[config.mk]
export PLATFORM = sky130hd
export DESIGN_NAME = cmd_diag_status
export DESIGN_NICKNAME = d
export VERILOG_FILES = /design/src/design/cmd_pkg.sv /design/src/design/cmd_diag_status.sv
export SDC_FILE = /design/constraint.sdc
export NUM_CORES = 1
export LEC_CHECK = 0
export BUFFER_PORTS_ARGS = -buffer_cell sky130_fd_sc_hd__buf_2
export CAP_MARGIN = 20
export CORE_MARGIN = 2
export CORE_UTILIZATION = 54
export CTS_CLUSTER_SIZE = 12
export DETAILED_ROUTE_END_ITERATION = 8
export GPL_ROUTABILITY_DRIVEN = 1
export PLACE_DENSITY = 0.77
export SYNTH_ARGS = -nofsm -noshare
export SYNTH_HDL_FRONTEND = slang
export SYNTH_SLANG_ARGS = --single-unit
[constraint.sdc]
create_clock -name clk_sys -period 4.3 [get_ports clk_sys]
set_input_delay 0.215 -clock clk_sys [delete_from_list [all_inputs] [get_ports clk_sys]]
set_output_delay 0.215 -clock clk_sys [all_outputs]
set_load 0.05 [all_outputs]
[src/design/cmd_pkg.sv]
`default_nettype none
package cmd_pkg;
    // ------------------------------------------------------------
    // Geometry
    // ------------------------------------------------------------
    localparam int NODES = 8;
    localparam int NODE_W = 3;
    localparam int ADDR_W = 8;
    localparam int DATA_W = 32;

    // ------------------------------------------------------------
    // Register byte offsets
    // ------------------------------------------------------------
    localparam logic [7:0] OFS_CYCLE_INFO = 8'h00;
    localparam logic [7:0] OFS_CYCLE_DURATION = 8'h04;
    localparam logic [7:0] OFS_STATE_WORD0 = 8'h08;
    localparam logic [7:0] OFS_STATE_WORD1 = 8'h0C;
    localparam logic [7:0] OFS_STATE_WORD2 = 8'h10;
    localparam logic [7:0] OFS_STATE_WORD3 = 8'h14;
    localparam logic [7:0] OFS_INCOMPLETE = 8'h18;
    localparam logic [7:0] OFS_BUS_LOAD = 8'h1C;
    localparam logic [7:0] OFS_NODE_SELECT = 8'h20;
    localparam logic [7:0] OFS_NODE_STATE = 8'h24;
    localparam logic [7:0] OFS_DIAG_CHANGE = 8'h28;
    localparam logic [7:0] OFS_EMCY_COUNT = 8'h2C;
    localparam logic [7:0] OFS_NODE_CONFIG = 8'h30;

    // ------------------------------------------------------------
    // Field positions
    // ------------------------------------------------------------
    localparam int CI_COUNT_LSB = 0;
    localparam int CI_ERROR_LSB = 8;
    localparam int W1_RXERR_LSB = 0;
    localparam int W1_TXERR_LSB = 8;
    localparam int W2_BUS_OFF = 0;
    localparam int W2_WARNING = 1;
    localparam int W2_RXQ_OVF = 2;
    localparam int W2_HIQ_OVF = 3;
    localparam int W2_LOQ_OVF = 4;
    localparam int W2_SEND_ERR = 5;
    localparam int W2_SYNC_TOGGLE = 15;

    // ------------------------------------------------------------
    // Reset values
    // ------------------------------------------------------------
    localparam logic [NODES-1:0] RST_NODE_CONFIG = 8'h00;
    localparam logic [NODE_W-1:0] RST_NODE_SELECT = 3'h0;

    // ------------------------------------------------------------
    // Deferred diagnostic clear threshold, bytes
    // ------------------------------------------------------------
    localparam logic [15:0] DIAG_MIN_READ_LEN = 16'd106;

    // ------------------------------------------------------------
    // Master operating state codes
    // ------------------------------------------------------------
    localparam logic [15:0] MS_RUN = 16'h0000;
    localparam logic [15:0] MS_RESET = 16'h0001;
    localparam logic [15:0] MS_OFFLINE = 16'h0002;
    localparam logic [15:0] MS_STOPPED = 16'h0003;

    typedef enum logic [1:0] {
        CMD_MODE_RUN,
        CMD_MODE_RESET,
        CMD_MODE_OFFLINE,
        CMD_MODE_STOPPED
    } cmd_mode_t;

    // ------------------------------------------------------------
    // Node conditions reported by the protocol engine
    // ------------------------------------------------------------
    typedef enum logic [3:0] {
        CMD_NC_OK,
        CMD_NC_DEACTIVATED,
        CMD_NC_NOT_FOUND,
        CMD_NC_SDO_SYNTAX,
        CMD_NC_SDO_MISMATCH,
        CMD_NC_STARTUP,
        CMD_NC_BUS_OFF,
        CMD_NC_PREOP_REPORTED,
        CMD_NC_SEVERE_FAULT,
        CMD_NC_GUARD_TOGGLE,
        CMD_NC_TPDO_SHORT,
        CMD_NC_TPDO_MISSING,
        CMD_NC_TPDO_INCOMPLETE,
        CMD_NC_RPDO_INCOMPLETE,
        CMD_NC_PREOP,
        CMD_NC_STOPPED
    } cmd_node_cond_t;

    // Node communication state codes
    localparam logic [7:0] NS_OK = 8'h00;
    localparam logic [7:0] NS_DEACTIVATED = 8'h01;
    localparam logic [7:0] NS_NOT_FOUND = 8'h02;
    localparam logic [7:0] NS_SDO_SYNTAX = 8'h04;
    localparam logic [7:0] NS_SDO_MISMATCH = 8'h05;
    localparam logic [7:0] NS_STARTUP = 8'h08;
    localparam logic [7:0] NS_BUS_OFF = 8'h0B;
    localparam logic [7:0] NS_PREOP_REPORTED = 8'h0C;
    localparam logic [7:0] NS_SEVERE_FAULT = 8'h0D;
    localparam logic [7:0] NS_GUARD_TOGGLE = 8'h0E;
    localparam logic [7:0] NS_TPDO_SHORT = 8'h14;
    localparam logic [7:0] NS_TPDO_MISSING = 8'h16;
    localparam logic [7:0] NS_TPDO_INCOMPLETE = 8'h17;
    localparam logic [7:0] NS_RPDO_INCOMPLETE = 8'h80;
    localparam logic [7:0] NS_PREOP = 8'h81;
    localparam logic [7:0] NS_STOPPED = 8'h82;

    typedef enum logic {
        CMD_BUS_IDLE,
        CMD_BUS_BUSY
    } cmd_bus_state_t;
endpackage
`default_nettype wire

[src/design/cmd_diag_status.sv]
// The implementer's own choices: the Avalon-MM interface to the registers and the register offsets.
`default_nettype none
module cmd_diag_status
    import cmd_pkg::*;
(
    input wire logic clk_sys,
    input wire logic rstn,
    input wire logic [ADDR_W-1:0] avs_address,
    input wire logic avs_read,
    input wire logic avs_write,
    input wire logic [DATA_W-1:0] avs_writedata,
    input wire logic [3:0] avs_byteenable,
    output logic [DATA_W-1:0] avs_readdata,
    output logic avs_waitrequest,
    input wire logic bus_cycle_start,
    input wire logic bus_cycle_done,
    input wire logic task_cycle_start,
    input wire logic [1:0] master_mode,
    input wire logic [7:0] receive_error_count,
    input wire logic [7:0] transmit_error_count,
    input wire logic bus_off,
    input wire logic warning_limit,
    input wire logic rx_queue_overflow,
    input wire logic hi_queue_overflow,
    input wire logic lo_queue_overflow,
    input wire logic send_error,
    input wire logic sync_sent,
    input wire logic [7:0] bus_load_in,
    input wire logic node_cond_valid,
    input wire logic [NODE_W-1:0] node_cond_index,
    input wire logic [3:0] node_cond,
    input wire logic emergency_received,
    input wire logic [NODE_W-1:0] emergency_node,
    input wire logic diag_changed,
    input wire logic [NODE_W-1:0] diag_changed_node,
    input wire logic diag_read_done,
    input wire logic [NODE_W-1:0] diag_read_node,
    input wire logic diag_read_deferred,
    input wire logic [15:0] diag_read_length
);

    // ------------------------------------------------------------
    // Functions
    // ------------------------------------------------------------
    function automatic logic [7:0] node_code(input logic [3:0] cond);
        logic [7:0] code;
        code = NS_OK;
        unique case (cmd_node_cond_t'(cond))
            CMD_NC_OK: code = NS_OK;
            CMD_NC_DEACTIVATED: code = NS_DEACTIVATED;
            CMD_NC_NOT_FOUND: code = NS_NOT_FOUND;
            CMD_NC_SDO_SYNTAX: code = NS_SDO_SYNTAX;
            CMD_NC_SDO_MISMATCH: code = NS_SDO_MISMATCH;
            CMD_NC_STARTUP: code = NS_STARTUP;
            CMD_NC_BUS_OFF: code = NS_BUS_OFF;
            CMD_NC_PREOP_REPORTED: code = NS_PREOP_REPORTED;
            CMD_NC_SEVERE_FAULT: code = NS_SEVERE_FAULT;
            CMD_NC_GUARD_TOGGLE: code = NS_GUARD_TOGGLE;
            CMD_NC_TPDO_SHORT: code = NS_TPDO_SHORT;
            CMD_NC_TPDO_MISSING: code = NS_TPDO_MISSING;
            CMD_NC_TPDO_INCOMPLETE: code = NS_TPDO_INCOMPLETE;
            CMD_NC_RPDO_INCOMPLETE: code = NS_RPDO_INCOMPLETE;
            CMD_NC_PREOP: code = NS_PREOP;
            CMD_NC_STOPPED: code = NS_STOPPED;
        endcase
        return code;
    endfunction

    function automatic logic [15:0] mode_code(input logic [1:0] mode);
        logic [15:0] code;
        code = MS_RUN;
        unique case (cmd_mode_t'(mode))
            CMD_MODE_RUN: code = MS_RUN;
            CMD_MODE_RESET: code = MS_RESET;
            CMD_MODE_OFFLINE: code = MS_OFFLINE;
            CMD_MODE_STOPPED: code = MS_STOPPED;
        endcase
        return code;
    endfunction

    // ------------------------------------------------------------
    // Storage
    // ------------------------------------------------------------
    logic [7:0] cycle_count;
    logic [7:0] error_nodes;
    logic [15:0] incomplete_cycle_count;
    logic [15:0] master_state_word0;
    logic [15:0] master_state_word1;
    logic [15:0] master_state_word2;
    logic [15:0] bus_load_percent;
    logic [NODES-1:0] node_config;
    logic [NODE_W-1:0] node_select;
    logic [7:0] node_comm_state [NODES];
    logic [15:0] emergency_telegram_count [NODES];
    logic [NODES-1:0] diag_flag;
    cmd_bus_state_t bus_state;

    logic bus_req;
    logic wr_take;
    logic w2_clear_hit;
    logic [15:0] w2_clear_mask;
    logic [7:0] next_error_nodes;
    logic [DATA_W-1:0] next_readdata;

    assign bus_req = avs_read | avs_write;
    assign wr_take = avs_write & ~avs_waitrequest;
    assign w2_clear_hit = wr_take && (avs_address == OFS_STATE_WORD2);
    assign w2_clear_mask = {avs_byteenable[1] ? avs_writedata[15:8] : 8'h00,
                            avs_byteenable[0] ? avs_writedata[7:0] : 8'h00};

    // ------------------------------------------------------------
    // Bus slave handshake
    // ------------------------------------------------------------
    always_ff @(posedge clk_sys or negedge rstn) begin
        if (!rstn) begin
            avs_waitrequest <= 1'b1;
        end else if (bus_req && avs_waitrequest) begin
            avs_waitrequest <= 1'b0;
        end else begin
            avs_waitrequest <= 1'b1;
        end
    end

    always_comb begin
        next_readdata = '0;
        unique case (avs_address)
            OFS_CYCLE_INFO: begin
                next_readdata[CI_COUNT_LSB +: 8] = cycle_count;
                next_readdata[CI_ERROR_LSB +: 8] = error_nodes;
            end
            OFS_CYCLE_DURATION: next_readdata = '0;
            OFS_STATE_WORD0: next_readdata[15:0] = master_state_word0;
            OFS_STATE_WORD1: next_readdata[15:0] = master_state_word1;
            OFS_STATE_WORD2: next_readdata[15:0] = master_state_word2;
            OFS_STATE_WORD3: next_readdata[15:0] = bus_load_percent;
            OFS_INCOMPLETE: next_readdata[15:0] = incomplete_cycle_count;
            OFS_BUS_LOAD: next_readdata[15:0] = bus_load_percent;
            OFS_NODE_SELECT: next_readdata[NODE_W-1:0] = node_select;
            OFS_NODE_STATE: next_readdata[7:0] = node_comm_state[node_select];
            OFS_DIAG_CHANGE: next_readdata[0] = diag_flag[node_select];
            OFS_EMCY_COUNT: next_readdata[15:0] = emergency_telegram_count[node_select];
            OFS_NODE_CONFIG: next_readdata[NODES-1:0] = node_config;
            default: next_readdata = '0;
        endcase
    end

    always_ff @(posedge clk_sys or negedge rstn) begin
        if (!rstn) begin
            avs_readdata <= '0;
        end else if (avs_read && avs_waitrequest) begin
            avs_readdata <= next_readdata;
        end
    end

    // ------------------------------------------------------------
    // Software control registers
    // ------------------------------------------------------------
    always_ff @(posedge clk_sys or negedge rstn) begin
        if (!rstn) begin
            node_select <= RST_NODE_SELECT;
            node_config <= RST_NODE_CONFIG;
        end else if (wr_take && avs_byteenable[0]) begin
            if (avs_address == OFS_NODE_SELECT) begin
                node_select <= avs_writedata[NODE_W-1:0];
            end
            if (avs_address == OFS_NODE_CONFIG) begin
                node_config <= avs_writedata[NODES-1:0];
            end
        end
    end

    // ------------------------------------------------------------
    // Bus cycle tracking and cycle counters
    // ------------------------------------------------------------
    always_ff @(posedge clk_sys or negedge rstn) begin
        if (!rstn) begin
            bus_state <= CMD_BUS_IDLE;
        end else if (bus_cycle_start) begin
            bus_state <= CMD_BUS_BUSY;
        end else if (bus_cycle_done) begin
            bus_state <= CMD_BUS_IDLE;
        end
    end

    always_ff @(posedge clk_sys or negedge rstn) begin
        if (!rstn) begin
            cycle_count <= '0;
        end else if (bus_cycle_done) begin
            cycle_count <= cycle_count + 8'h01;
        end
    end

    always_ff @(posedge clk_sys or negedge rstn) begin
        if (!rstn) begin
            incomplete_cycle_count <= '0;
        end else if (task_cycle_start && bus_state == CMD_BUS_BUSY) begin
            incomplete_cycle_count <= incomplete_cycle_count + 16'h0001;
        end
    end

    // ------------------------------------------------------------
    // Error node count
    // ------------------------------------------------------------
    always_comb begin
        next_error_nodes = '0;
        for (int i = 0; i < NODES; i++) begin
            if (node_config[i] && node_comm_state[i] != NS_OK) begin
                next_error_nodes = next_error_nodes + 8'h01;
            end
        end
    end

    always_ff @(posedge clk_sys or negedge rstn) begin
        if (!rstn) begin
            error_nodes <= '0;
        end else begin
            error_nodes <= next_error_nodes;
        end
    end

    // ------------------------------------------------------------
    // Master state words
    // ------------------------------------------------------------
    always_ff @(posedge clk_sys or negedge rstn) begin
        if (!rstn) begin
            master_state_word0 <= MS_RUN;
            master_state_word1 <= '0;
            bus_load_percent <= '0;
        end else begin
            master_state_word0 <= mode_code(master_mode);
            master_state_word1[W1_RXERR_LSB +: 8] <= receive_error_count;
            master_state_word1[W1_TXERR_LSB +: 8] <= transmit_error_count;
            bus_load_percent <= {8'h00, bus_load_in};
        end
    end

    always_ff @(posedge clk_sys or negedge rstn) begin
        if (!rstn) begin
            master_state_word2 <= '0;
        end else begin
            master_state_word2[W2_BUS_OFF] <= bus_off;
            master_state_word2[W2_WARNING] <= warning_limit;
            // Sticky flags, a new event beats a clear
            master_state_word2[W2_RXQ_OVF] <= rx_queue_overflow |
                (master_state_word2[W2_RXQ_OVF] & ~(w2_clear_hit & w2_clear_mask[W2_RXQ_OVF]));
            master_state_word2[W2_HIQ_OVF] <= hi_queue_overflow |
                (master_state_word2[W2_HIQ_OVF] & ~(w2_clear_hit & w2_clear_mask[W2_HIQ_OVF]));
            master_state_word2[W2_LOQ_OVF] <= lo_queue_overflow |
                (master_state_word2[W2_LOQ_OVF] & ~(w2_clear_hit & w2_clear_mask[W2_LOQ_OVF]));
            master_state_word2[W2_SEND_ERR] <= send_error |
                (master_state_word2[W2_SEND_ERR] & ~(w2_clear_hit & w2_clear_mask[W2_SEND_ERR]));
            master_state_word2[W2_SYNC_TOGGLE-1:W2_SEND_ERR+1] <= '0;
            if (sync_sent) begin
                master_state_word2[W2_SYNC_TOGGLE] <= ~master_state_word2[W2_SYNC_TOGGLE];
            end
        end
    end

    // ------------------------------------------------------------
    // Per-node state, emergency counters and change flags
    // ------------------------------------------------------------
    always_ff @(posedge clk_sys or negedge rstn) begin
        if (!rstn) begin
            for (int i = 0; i < NODES; i++) begin
                node_comm_state[i] <= NS_OK;
            end
        end else if (node_cond_valid) begin
            node_comm_state[node_cond_index] <= node_code(node_cond);
        end
    end

    always_ff @(posedge clk_sys or negedge rstn) begin
        if (!rstn) begin
            for (int i = 0; i < NODES; i++) begin
                emergency_telegram_count[i] <= '0;
            end
        end else if (emergency_received) begin
            emergency_telegram_count[emergency_node] <=
                emergency_telegram_count[emergency_node] + 16'h0001;
        end
    end

    always_ff @(posedge clk_sys or negedge rstn) begin
        if (!rstn) begin
            diag_flag <= '0;
        end else begin
            for (int i = 0; i < NODES; i++) begin
                if ((diag_changed && diag_changed_node == NODE_W'(i)) ||
                    (node_cond_valid && node_cond_index == NODE_W'(i) &&
                     node_code(node_cond) != node_comm_state[i])) begin
                    diag_flag[i] <= 1'b1;
                end else if (diag_read_done && diag_read_node == NODE_W'(i) &&
                             (!diag_read_deferred ||
                              diag_read_length >= DIAG_MIN_READ_LEN)) begin
                    diag_flag[i] <= 1'b0;
                end
            end
        end
    end

endmodule
`default_nettype wire

# ---- Word level (Yosys, flattened, before mapping)
# Memories as Yosys holds them, arrays and structs flattened.
# Index checks and enable logic that the tools add are counted.
dict set report op_classes {
  addsub 10
  n_eq_ne 43
  reduce_logical 90
  order_cmp 7
  mux 51
  bitwise_logic 23
}
# operator count
set ops {}
lappend ops {{bitwise mux 128 bit} 1}
lappend ops {{binary-select mux 16 bit (select 3 bit)} 2}
lappend ops {{2-to-1 mux 8 bit} 11}
lappend ops {{2-to-1 mux 16 bit} 5}
lappend ops {{adder 8 x 1 -> 8 bit (second input constant)} 8}
lappend ops {{bitwise mux 64 bit} 1}
lappend ops {{!= test 8 bit} 8}
lappend ops {{one-hot mux 16 bit (4 select lines)} 1}
lappend ops {{nonzero test 8 bit} 8}
lappend ops {{logical AND 1 bit} 55}
lappend ops {{demux 16 bit (select 3 bit)} 1}
lappend ops {{one-hot mux 8 bit (6 select lines)} 1}
lappend ops {{one-hot mux 5 bit (9 select lines)} 1}
lappend ops {{equality test 8 x 6 -> 1 bit (second input constant)} 5}
lappend ops {{equality test 3 bit (second input constant)} 12}
lappend ops {{adder 16 x 1 -> 16 bit (second input constant)} 2}
lappend ops {{equality test 8 x 5 -> 1 bit (second input constant)} 4}
lappend ops {{binary-select mux 8 bit (select 3 bit)} 1}
lappend ops {{demux 8 bit (select 3 bit)} 1}
lappend ops {{2-to-1 mux 1 bit} 21}
lappend ops {{one-hot mux 2 bit (10 select lines)} 1}
lappend ops {{equality test 3 x 2 -> 1 bit (second input constant)} 6}
lappend ops {{nonzero test 2 bit} 9}
lappend ops {{equality test 8 x 4 -> 1 bit (second input constant)} 2}
lappend ops {{other kinds (21)} 57}
dict set report totals {
  memories 9
  out_inout_bits 33
  in_bits 121
  rom_bits 864
  word_cells 270
  register_bits 308
}
# name depth word_bits read_ports rd_ports_with_merged_regs wr line_no
set mem_list {}
lappend mem_list {{(name not given)} 16 6 1 0 0 cmd_diag_status.sv:48} ;# unique case (cmd_node_cond_t'(cond))
lappend mem_list {{(name not given)} 16 6 1 0 0 cmd_diag_status.sv:48}
lappend mem_list {{(name not given)} 16 6 1 0 0 cmd_diag_status.sv:48}
lappend mem_list {{(name not given)} 16 6 1 0 0 cmd_diag_status.sv:48}
lappend mem_list {{(name not given)} 16 6 1 0 0 cmd_diag_status.sv:48}
lappend mem_list {{(name not given)} 16 6 1 0 0 cmd_diag_status.sv:48}
lappend mem_list {{3 more memories} n/a n/a n/a n/a n/a n/a}

# ---- Longest topological paths before layout
# Gate-level depths: netlist of the first run.
dict set report depth {
  depth_word 17
  ltp_mapped 20
}

# ---- Worst setup path before layout of the first run
# OpenSTA, ideal clock, no wires.
dict set report synth_path {
  path_kind {register -> register}
  startpoint {register node_comm_state[58] in the netlist's numbering}
  endpoint {register error_nodes[4]}
  setup_slack_ns -0.330
  path_stages_with_launch 20
  synth_period_minus_slack_ns 4.630
  n_path_buf 0
  t_arrival_ns 4.514
  setup_ns 0.116
  cell_sequence {dfrtp_1 > or4_1 > o31a_1 > ha_1 > nor2b_1 > a21oi_1 > a31oi_1 > xnor2_1 > ha_1 > mux2_2 > ha_1 > o22ai_1 > nor3_1 > ha_1 > mux2_2 > ha_1 > nand2_1 > or3b_2 > a21o_1 > o311ai_0}
}
dict set report synth_between {
  elab_chain_len 17
}
# item line_no
set synth_rtl {}
lappend synth_rtl {{start, declared} cmd_diag_status.sv:93} ;# logic [7:0] node_comm_state [NODES];
lappend synth_rtl {{start signal, assigned by index} cmd_diag_status.sv:268} ;# node_comm_state[node_cond_index] <= node_code(node_cond);
lappend synth_rtl {{nonzero test 8 bit (*)} cmd_diag_status.sv:207} ;# if (node_config[i] && node_comm_state[i] != NS_OK) begin
lappend synth_rtl {{logical AND 1 bit (*)} cmd_diag_status.sv:207}
lappend synth_rtl {{2-to-1 mux 1 bit (*)} cmd_diag_status.sv:207}
lappend synth_rtl {{adder 8 x 1 -> 8 bit} cmd_diag_status.sv:208} ;# next_error_nodes = next_error_nodes + 8'h01;
lappend synth_rtl {{2-to-1 mux 8 bit (*)} cmd_diag_status.sv:207}
lappend synth_rtl {{adder 8 x 1 -> 8 bit} cmd_diag_status.sv:208}
lappend synth_rtl {{2-to-1 mux 8 bit (*)} cmd_diag_status.sv:207}
lappend synth_rtl {{adder 8 x 1 -> 8 bit} cmd_diag_status.sv:208}
lappend synth_rtl {{[2 not listed]} n/a}
lappend synth_rtl {{2-to-1 mux 8 bit (*)} cmd_diag_status.sv:207}
lappend synth_rtl {{adder 8 x 1 -> 8 bit} cmd_diag_status.sv:208}
lappend synth_rtl {{2-to-1 mux 8 bit (*)} cmd_diag_status.sv:207}
lappend synth_rtl {{adder 8 x 1 -> 8 bit} cmd_diag_status.sv:208}
lappend synth_rtl {{2-to-1 mux 8 bit (*)} cmd_diag_status.sv:207}
lappend synth_rtl {{adder 8 x 1 -> 8 bit} cmd_diag_status.sv:208}
lappend synth_rtl {{2-to-1 mux 8 bit (*)} cmd_diag_status.sv:207}
lappend synth_rtl {{named net next_error_nodes[4]} cmd_diag_status.sv:102} ;# logic [7:0] next_error_nodes;
lappend synth_rtl {{end signal, assigned} cmd_diag_status.sv:217} ;# error_nodes <= next_error_nodes;
lappend synth_rtl {{end, declared} cmd_diag_status.sv:85} ;# logic [7:0] error_nodes;
# Mark *: on every way through the listed nets, which the timed path passes. The rest lies on a longest branch.
# A chain may end at the register's enable or synchronous reset.

# ---- Worst setup path in the final report of the first run
# Ends and elaborated chain as after synthesis.

==> results of run 1 <==
-- timing repair --
item | CTS | global route
resized for setup | 11 | 4
gates cloned | 0 | 0
pin swaps | 10 | 2
setup buffers | 4 | 3
setup endpoints to repair | 4 | 4
endpoints found under the hold margin | 176 | 0
hold buffers | 55 | 0
-- layout by cell type (no fill, tap or decap), types with 10 or more instances in the layout --
| master | n |
|---|---|
| a22oi_1 | 27 |
| buf_4 | 54 |
| xor2_1 | 25 |
| dfrtp_1 | 275 |
| mux2i_1 | 52 |
| nor4_1 | 14 |
| nor2_1 | 55 |
| nand2_1 | 235 |
| nand3_1 | 21 |
| buf_2 | 108 |
| nor2b_1 | 11 |
| a21oi_1 | 12 |
| mux2_2 | 42 |
| conb_1 | 19 |
| mux4_2 | 52 |
| dlygate4sd3_1 | 55 |
| a222oi_1 | 10 |
| xnor2_1 | 49 |
| clkbuf_16 | 30 |
| a221oi_1 | 13 |
| o21ai_1 | 11 |
| nand4_1 | 11 |
| o21ai_0 | 204 |
-- per-layer routing --
layer / track usage / vias to the layer above / routed length [um]
met5: 0 / - / 0
met4: 0.1087 / 0 / 1413
met3: 0.04114 / 105 / 3231
met2: 0.4837 / 606 / 19650
met1: 0.3830 / 5766 / 16300
li1: - / 5307 / -
-- worst paths after layout --
| kind | startpoint | to | cells past startpoint |
|---|---|---|---|
| worst max-delay path | node_comm_state[58] | error_nodes[4] | 20 |
| worst min-delay path | diag_changed | diag_flag[4] | 3 |
| worst max register to register | node_comm_state[58] | error_nodes[4] | 20 |
| worst min register to register | master_state_word2[15] | master_state_word2[15] | 1 |
| max in group asynchronous | rstn | emergency_telegram_count[64] | 3 |
| min in group asynchronous | rstn | bus_load_percent[0] | 2 |
-- worst max-delay path, stage by stage, from the launching register on --
cell	delay, ps
dfrtp_1	370
or4_4	540
o31a_1	360
ha_4	290
nor2b_4	160
nand2_2	90
and3_4	200
xnor2_2	130
ha_1	300
mux2_4	300
ha_4	270
o22ai_2	70
nor3_2	190
ha_1	260
mux2_4	280
ha_4	170
nand2_4	70
nor3_1	60
nand2_1	70
a21o_1	130
o311ai_2	110
-- registers in the layout (all words and copies together), names as in the netlist --
signal,count
master_state_word1,16
avs_waitrequest,1
bus_state,1
cycle_count,8
emergency_telegram_count,128
node_comm_state,48
bus_load_percent,8
diag_flag,8
error_nodes,8
master_state_word0,2
incomplete_cycle_count,16
node_select,3
master_state_word2,7
avs_readdata,16
node_config,8
-- power breakdown --
| group | switching [uW] | internal (uW) | total, uW |
|---|---|---|---|
| logic | 584 | 485 | 1070 |
| registers | 279 | 2880 | 3160 |
| clock network | 1040 | 1410 | 2450 |
-- area by class of cell --
type	count	area share
diodes	1	0.0001455
inverters	10	0.002182
clock inverters	9	0.004945
clock buffers	42	0.04858
multi-input cells	1011	0.4228
flip-flops and latches	278	0.4047
repair buffers	221	0.09178
well taps	341	0.02480
-- cells by family after synthesis --
| group | after synthesis |
|---|---|
| AOI/OAI and AO/OA | 341 |
| xor gates and xnor gates | 81 |
| adders and majority gates | 13 |
| buffers and inverters | 111 |
| DFF | 278 |
| muxes | 148 |
| other | 1 |
| and+or+nand+nor | 409 |
-- metrics by stage --
stage / std cells / TNS (ps) / area [um2]
4_1_cts: 1908 / -187.4 / 17130
5_1_grt: 1913 / -819.2 / 17200
3_5_place_dp: 1798 / -1050 / 15560
2_1_floorplan: 1400 / -253.0 / 14670
3_3_place_gp: 1798 / -535.7 / 15560
6_report: 1913 / -324.2 / 17200
==> flow_summary_export.csv, run 1 <==
group,metric,value,unit
run_status,status,"finished, violations left",
run_status,violations,"setup timing",
synthesis,synth_warnings,0,
place,io_buffers,109,
synthesis,synth_cells,1382,
floorplan,start_util,0.5442,
grt,grt_usage,0.2876,
synthesis,yosys.area_share.simple,0.1288,
finish,area_growth,18.28,%
detailed_routing,drt_iter0_markers,1157,
grt,grt_pass1_vias,11884,
synthesis,synth_top_area_cell,"dfrtp_1",
detailed_routing,vias_per_cell,6.160,
worst_setup_path,critical_path.max_fanout,4,
timing,whs,13.42,ps
timing,fmax,220.4,MHz
synthesis,synth-adder-area-share,0.01118,
synthesis,ys.flop_type,"dfrtp_1",
worst_setup_path,cp.required,4720,ps
worst_setup_path,cp-end-kind,"flip-flop",
worst_setup_path,crit_arrival,4950,ps
timing,fin_skew,18.45,ps
flow_run,maxCapViolations,0,
clock_network,cts_made_buffers,30,
finish,multi_input_area,0.007274,mm2
detailed_routing,num_vias,11784,
synthesis,synth_cell_types,73,
floorplan,coreArea,0.02673,mm2
power_and_ir_drop,p_leak,0.007327,uW
finish,seqCellArea,0.006963,mm2
synthesis,yosys.area_share.xor_xnor,0.05222,
synthesis,synth_edf_count,0,
finish,layout.nets,1686,
timing,slew_headroom,0.3438,
timing,setup_violations,3,
detailed_routing,wl_per_cell,21.22,um
power_and_ir_drop,powerDensity,388.1,mW/mm2
place,post-place-ws,-408.7,ps
floorplan,std_cell_rows,60,
worst_hold_path,hold_class,"primary input to flip-flop",
worst_setup_path,cp-start-kind,"flip-flop",
synthesis,syn_area_per_cell,10.52,um2
synthesis,yosysSeqAreaShare,0.4784,
grt,grt_start_max_net_pins,128,
timing,worstMarginPinSlew,984.2,ps
timing,setup_ws,-237.5,ps
synthesis,synth_compound_area_frac,0.1429,
timing,fin_crit,4538,ps
grt,grt_pass1_wl,64460,um
power_and_ir_drop,irDropWorstVdd,0.0003210,V
timing,fin_crit_sh,1.055,
floorplan,design.portCount,154,
grt,grt_antenna_before_repair,1,
clock_network,clockRootBuffer,"clkbuf_16",
clock_network,cts.sinks,278,
detailed_routing,drt_wl_total,40590,um
grt,overflow,0,
clock_network,tritoncts,"built",
detailed_routing,final_antenna_net_count,0,
synthesis,synthMostInstantiatedCell,"dfrtp_1",
detailed_routing,drcViolationCount,0,
timing,timing.final.hold_violations,0,
synthesis,synthTopCellsByCount,"dfrtp_1 (277), nand2_1 (237), o21ai_0 (204), clkbuf_1 (63), nor2_1 (55)",
detailed_routing,first_pass_iters,5,
timing,drv_slew,0,
synthesis,synth.area.top_cells,"dfrtp_1 (48%), mux4_2 (8.1%), o21ai_0 (7.0%)",
synthesis,ys_seq_elements,278,
synthesis,yosysTopAreaCellShare,0.4766,
place,gp_congestion,0.9237,
synthesis,synth-async-reset-ratio,1.000,
clock_network,clock_latency,560,ps
timing,rsz0062_at_grt,"yes",
synthesis,synth_top_family_by_area,"multiplexers",
finish,utilization,0.6437,
finish,final_layout_size_suffix_gt1_frac,0.2190,
finish,fillers,1966,
place,hpwl,26780,um
synthesis,synth_area,0.01455,mm2
power_and_ir_drop,power,6677,uW
clock_network,clock_path_buffers,3,
synthesis,synth.area.mux_share,0.1504,
floorplan,die_x,168.1,um
worst_setup_path,reg2reg_slack,-240,ps
floorplan,die_area,0.02826,mm2
floorplan,dieHeight,168.1,um
clock_network,clk_pin_slew,60,ps
worst_setup_path,setup.worst_path.class,"flip-flop to flip-flop",
clock_network,cts_max_level,1,
Power figures use the tool's default switching activity.
==> inputs of run 2 (changes only) <==
- ABC_AREA: not set -> 1
- CORE_UTILIZATION: 54 -> 55
- PLACE_DENSITY: 0.77 -> 0.75
- clock period: 4.3 -> 5.8 ns (I/O delays scaled with it)
==> run 2 against run 1 <==
The flow now finishes without violations. Global-route usage increased by 1.9 points. Worst hold slack improved by 5.9 ps. Final cell count increased by 31%. Combinational power increased by 15%. Total power decreased by 14%. Highest routed layer unchanged. Critical path depth increased by 7. Area after synthesis increased by 5.8%. Final area increased by 1.8%. Critical endpoint unchanged. Sequential share of layout area decreased by 0.73 points. Core utilization decreased by 1.1 points. Sequential power decreased by 17%.
==> flow_summary_export.csv, run 2 <==
group,metric,value,unit
run_status,status,"finished clean",
worst_setup_path,path_delay_family,"simple AND/OR/NAND/NOR gates",
power_and_ir_drop,p_leak,0.008457,uW
timing,worstMarginPinSlew,1063,ps
finish,regMostFlops,"emergency_telegram_count",
synthesis,synth-adder-area-share,0.01056,
timing,slew_headroom,0.2885,
worst_setup_path,crit_path_top_delay_cell,"dfrtp_1",
grt,grt_start_max_net_pins,176,
synthesis,synth_cells,1995,
power_and_ir_drop,combPwrFrac,0.214,
synthesis,synth_area,0.01540,mm2
synthesis,ys.flop_type,"dfrtp_1",
place,placed_cells,2411,
clock_network,cts.sinks,278,
synthesis,yosys.area_share.simple,0.2156,
place,post-place-ws,1674,ps
floorplan,std_cell_rows,61,
worst_hold_path,hold_class,"primary input to flip-flop",
clock_network,cts_max_level,1,
floorplan,coreArea,0.02771,mm2
timing,drv_slew,0,
grt,grt_pass1_vias,13587,
clock_network,ctsResizeCount,0,
worst_setup_path,cp_common_cell,"nand2_1",
synthesis,synth_warnings,0,
detailed_routing,num_vias,14393,
synthesis,synth-async-reset-ratio,1.000,
floorplan,start_util,0.5557,
finish,reg_top3,"emergency_telegram_count: 128 flops, node_comm_state: 48 flops",
detailed_routing,first_pass_iters,8,
place,io_buffers,109,
timing,fin_tns_setup,0,ps
floorplan,dieHeight,171.3,um
clock_network,cts_made_buffers,31,
finish,largest_register_ff_count,128,
finish,fin_cells,2507,
clock_network,tritoncts,"built",
worst_setup_path,cp-end-kind,"flip-flop",
synthesis,synthMostInstantiatedCell,"nand2_1",
clock_network,clock_path_buffers,3,
floorplan,die_x,171.3,um
worst_setup_path,crit_arrival,4730,ps
clock_network,clock_latency,570,ps
grt,grt_pass1_wl,71070,um
detailed_routing,vias_per_cell,5.741,
power_and_ir_drop,swShare,0.3279,
clock_network,ctsHoldBuffers,40,
synthesis,synthTopCellsByCount,"nand2_1 (453), o21ai_0 (288), dfrtp_1 (277), inv_1 (233), nor2_1 (155)",
synthesis,synth_cell_types,61,
worst_setup_path,critPathBufInv,3,
timing,fmax,234.3,MHz
flow_run,maxCapViolations,0,
finish,mostFrequentLayoutCells,"nand2_1 (453), o21ai_0 (288), dfrtp_1 (275), inv_1 (232), nor2_1 (154)",
place,place_area,0.01614,mm2
floorplan,design.portCount,154,
timing,fin_crit_sh,0.7359,
synthesis,synth_top_family_by_area,"simple AND/OR/NAND/NOR gates",
synthesis,yosysSeqAreaShare,0.4519,
worst_setup_path,critical_path.max_fanout,4,
synthesis,ys_seq_elements,278,
grt,overflow,0,
timing,timing.final.hold_violations,0,
detailed_routing,drt_wl_total,44990,um
grt,grt_usage,0.3071,
floorplan,die_area,0.02935,mm2
power_and_ir_drop,p_clk_frac,0.331,
detailed_routing,drcViolationCount,0,
detailed_routing,final_antenna_net_count,0,
worst_setup_path,cp.required,6260,ps
detailed_routing,wl_per_cell,17.95,um
power_and_ir_drop,powerDensity,328.6,mW/mm2
worst_setup_path,cp_slowest_stage_delay,400,ps
timing,fin_crit,4268,ps
power_and_ir_drop,p_switching,1888,uW
synthesis,synth_edf_count,0,
place,gp_congestion,0.9363,
timing,setup_ws,1532,ps
clock_network,post_cts_buffers,0,
place,hpwl,29130,um
clock_network,clockRootBuffer,"clkbuf_16",
grt,grt_antenna_before_repair,0,
finish,final_layout_size_suffix_gt1_frac,0.1062,
finish,final_common_cell,"nand2_1",
finish,diodes,0,
power_and_ir_drop,seq_power_share,0.455,
power_and_ir_drop,power_report.internal_total,3869,uW
worst_setup_path,setup.worst_path.class,"flip-flop to flip-flop",
synthesis,synth.area.mux_share,0.001463,
detailed_routing,drt_iter0_markers,1671,
synthesis,syn_area_per_cell,7.717,um2
finish,area_growth,13.81,%
finish,stdcell_area,0.01752,mm2
power_and_ir_drop,irDropWorstVdd,0.0002521,V
finish,layout.nets,2241,
power_and_ir_drop,power,5757,uW
synthesis,synth_top_area_cell,"dfrtp_1",
synthesis,yosysTopAreaCellShare,0.4502,
timing,rsz0062_at_grt,"no",
timing,fin_skew,16.87,ps
clock_network,clk_pin_slew,60,ps
worst_setup_path,cp-start-kind,"flip-flop",
synthesis,synth_compound_area_frac,0.1930,
synthesis,synth.area.top_cells,"dfrtp_1 (45%), nand2_1 (11%), o21ai_0 (9.4%)",
synthesis,yosys.area_share.xor_xnor,0.03551,
timing,setup_violations,0,
run 2: changes by cell type after synthesis, moves of 25 or more:
cell	previous run	this run
nand3_1	21	95
o21ai_0	204	288
mux2_2	44	2
mux4_2	52	0
inv_1	8	233
o211ai_1	4	45
nand2_1	237	453
mux2i_1	52	0
xnor2_1	51	9
a21oi_1	13	105
nor2_1	55	155
a22oi_1	27	2
run 2: path summary, 6_finish.rpt:
| kind | cells after the start | start | slack, ps | endpoint |
|---|---|---|---|---|
| setup / recovery | 27 | node_comm_state[63] | 1530 | error_nodes[4] |
| hold / removal | 3 | avs_writedata[1] | 20 | node_select[1] |
| setup reg to reg | 27 | node_comm_state[63] | 1530 | error_nodes[4] |
| hold reg to reg | 1 | incomplete_cycle_count[14] | 480 | incomplete_cycle_count[14] |
| max in group asynchronous | 3 | rstn | 3980 | avs_readdata[15] |
| min in group asynchronous | 2 | rstn | 350 | emergency_telegram_count[32] |
run 2: area by class of cell:
type	instances	area [um2]
Fill cell	2360	10180
Multi-Input combinational cell	1388	7101
Sequential cell	278	6963
Inverter	242	913.4
Clock inverter	7	78.83
Clock buffer	48	899.6
Tap cell	378	473.0
Timing Repair Buffer	166	1094
run 2: through the flow:
| step | utilization | hold slack, ps |
|---|---|---|
| 3_5_place_dp | 0.5825 | 397.7 |
| 4_1_cts | 0.6323 | 1.172 |
| 6_report | 0.6324 | 19.33 |
| 2_1_floorplan | - | -5.591 |
| 3_3_place_gp | 0.5825 | 394.6 |
| 5_1_grt | 0.6324 | 19.75 |
run 2: kinds of logic after synthesis:
group,after synthesis
simple gates,773
compound gates,525
buf+inv,347
flops,278
xor+xnor,56
fa+ha+maj,13
mux,2
other cells,1
run 2: worst reg2reg max path: cells and delay by family, from the launching register on:
| family | cells | cell delay (ps) |
|---|---|---|
| simple gates | 18 | 2010 |
| fa+ha+maj | 5 | 1420 |
| flops | 1 | 400 |
| buf+inv | 3 | 170 |
| compound gates | 1 | 140 |
run 2: layer usage:
metal	track usage	share of wire	vias to the layer above	wire, um
met5	0	0	-	0
met4	0.1352	0.043	0	1942
met3	0.04533	0.086	145	3871
met2	0.4862	0.46	701	20520
met1	0.4219	0.41	6789	18660
li1	-	-	6758	-
run 2: power by group through the flow:
stage	sequential (uW)	combinational (uW)	clock (uW)
3_5_place_dp	2640	1190	0
6_report	2620	1230	1910
3_3_place_gp	2630	1150	0
2_1_floorplan	2600	854	0
4_1_cts	2610	1220	1930
5_1_grt	2660	1400	2000
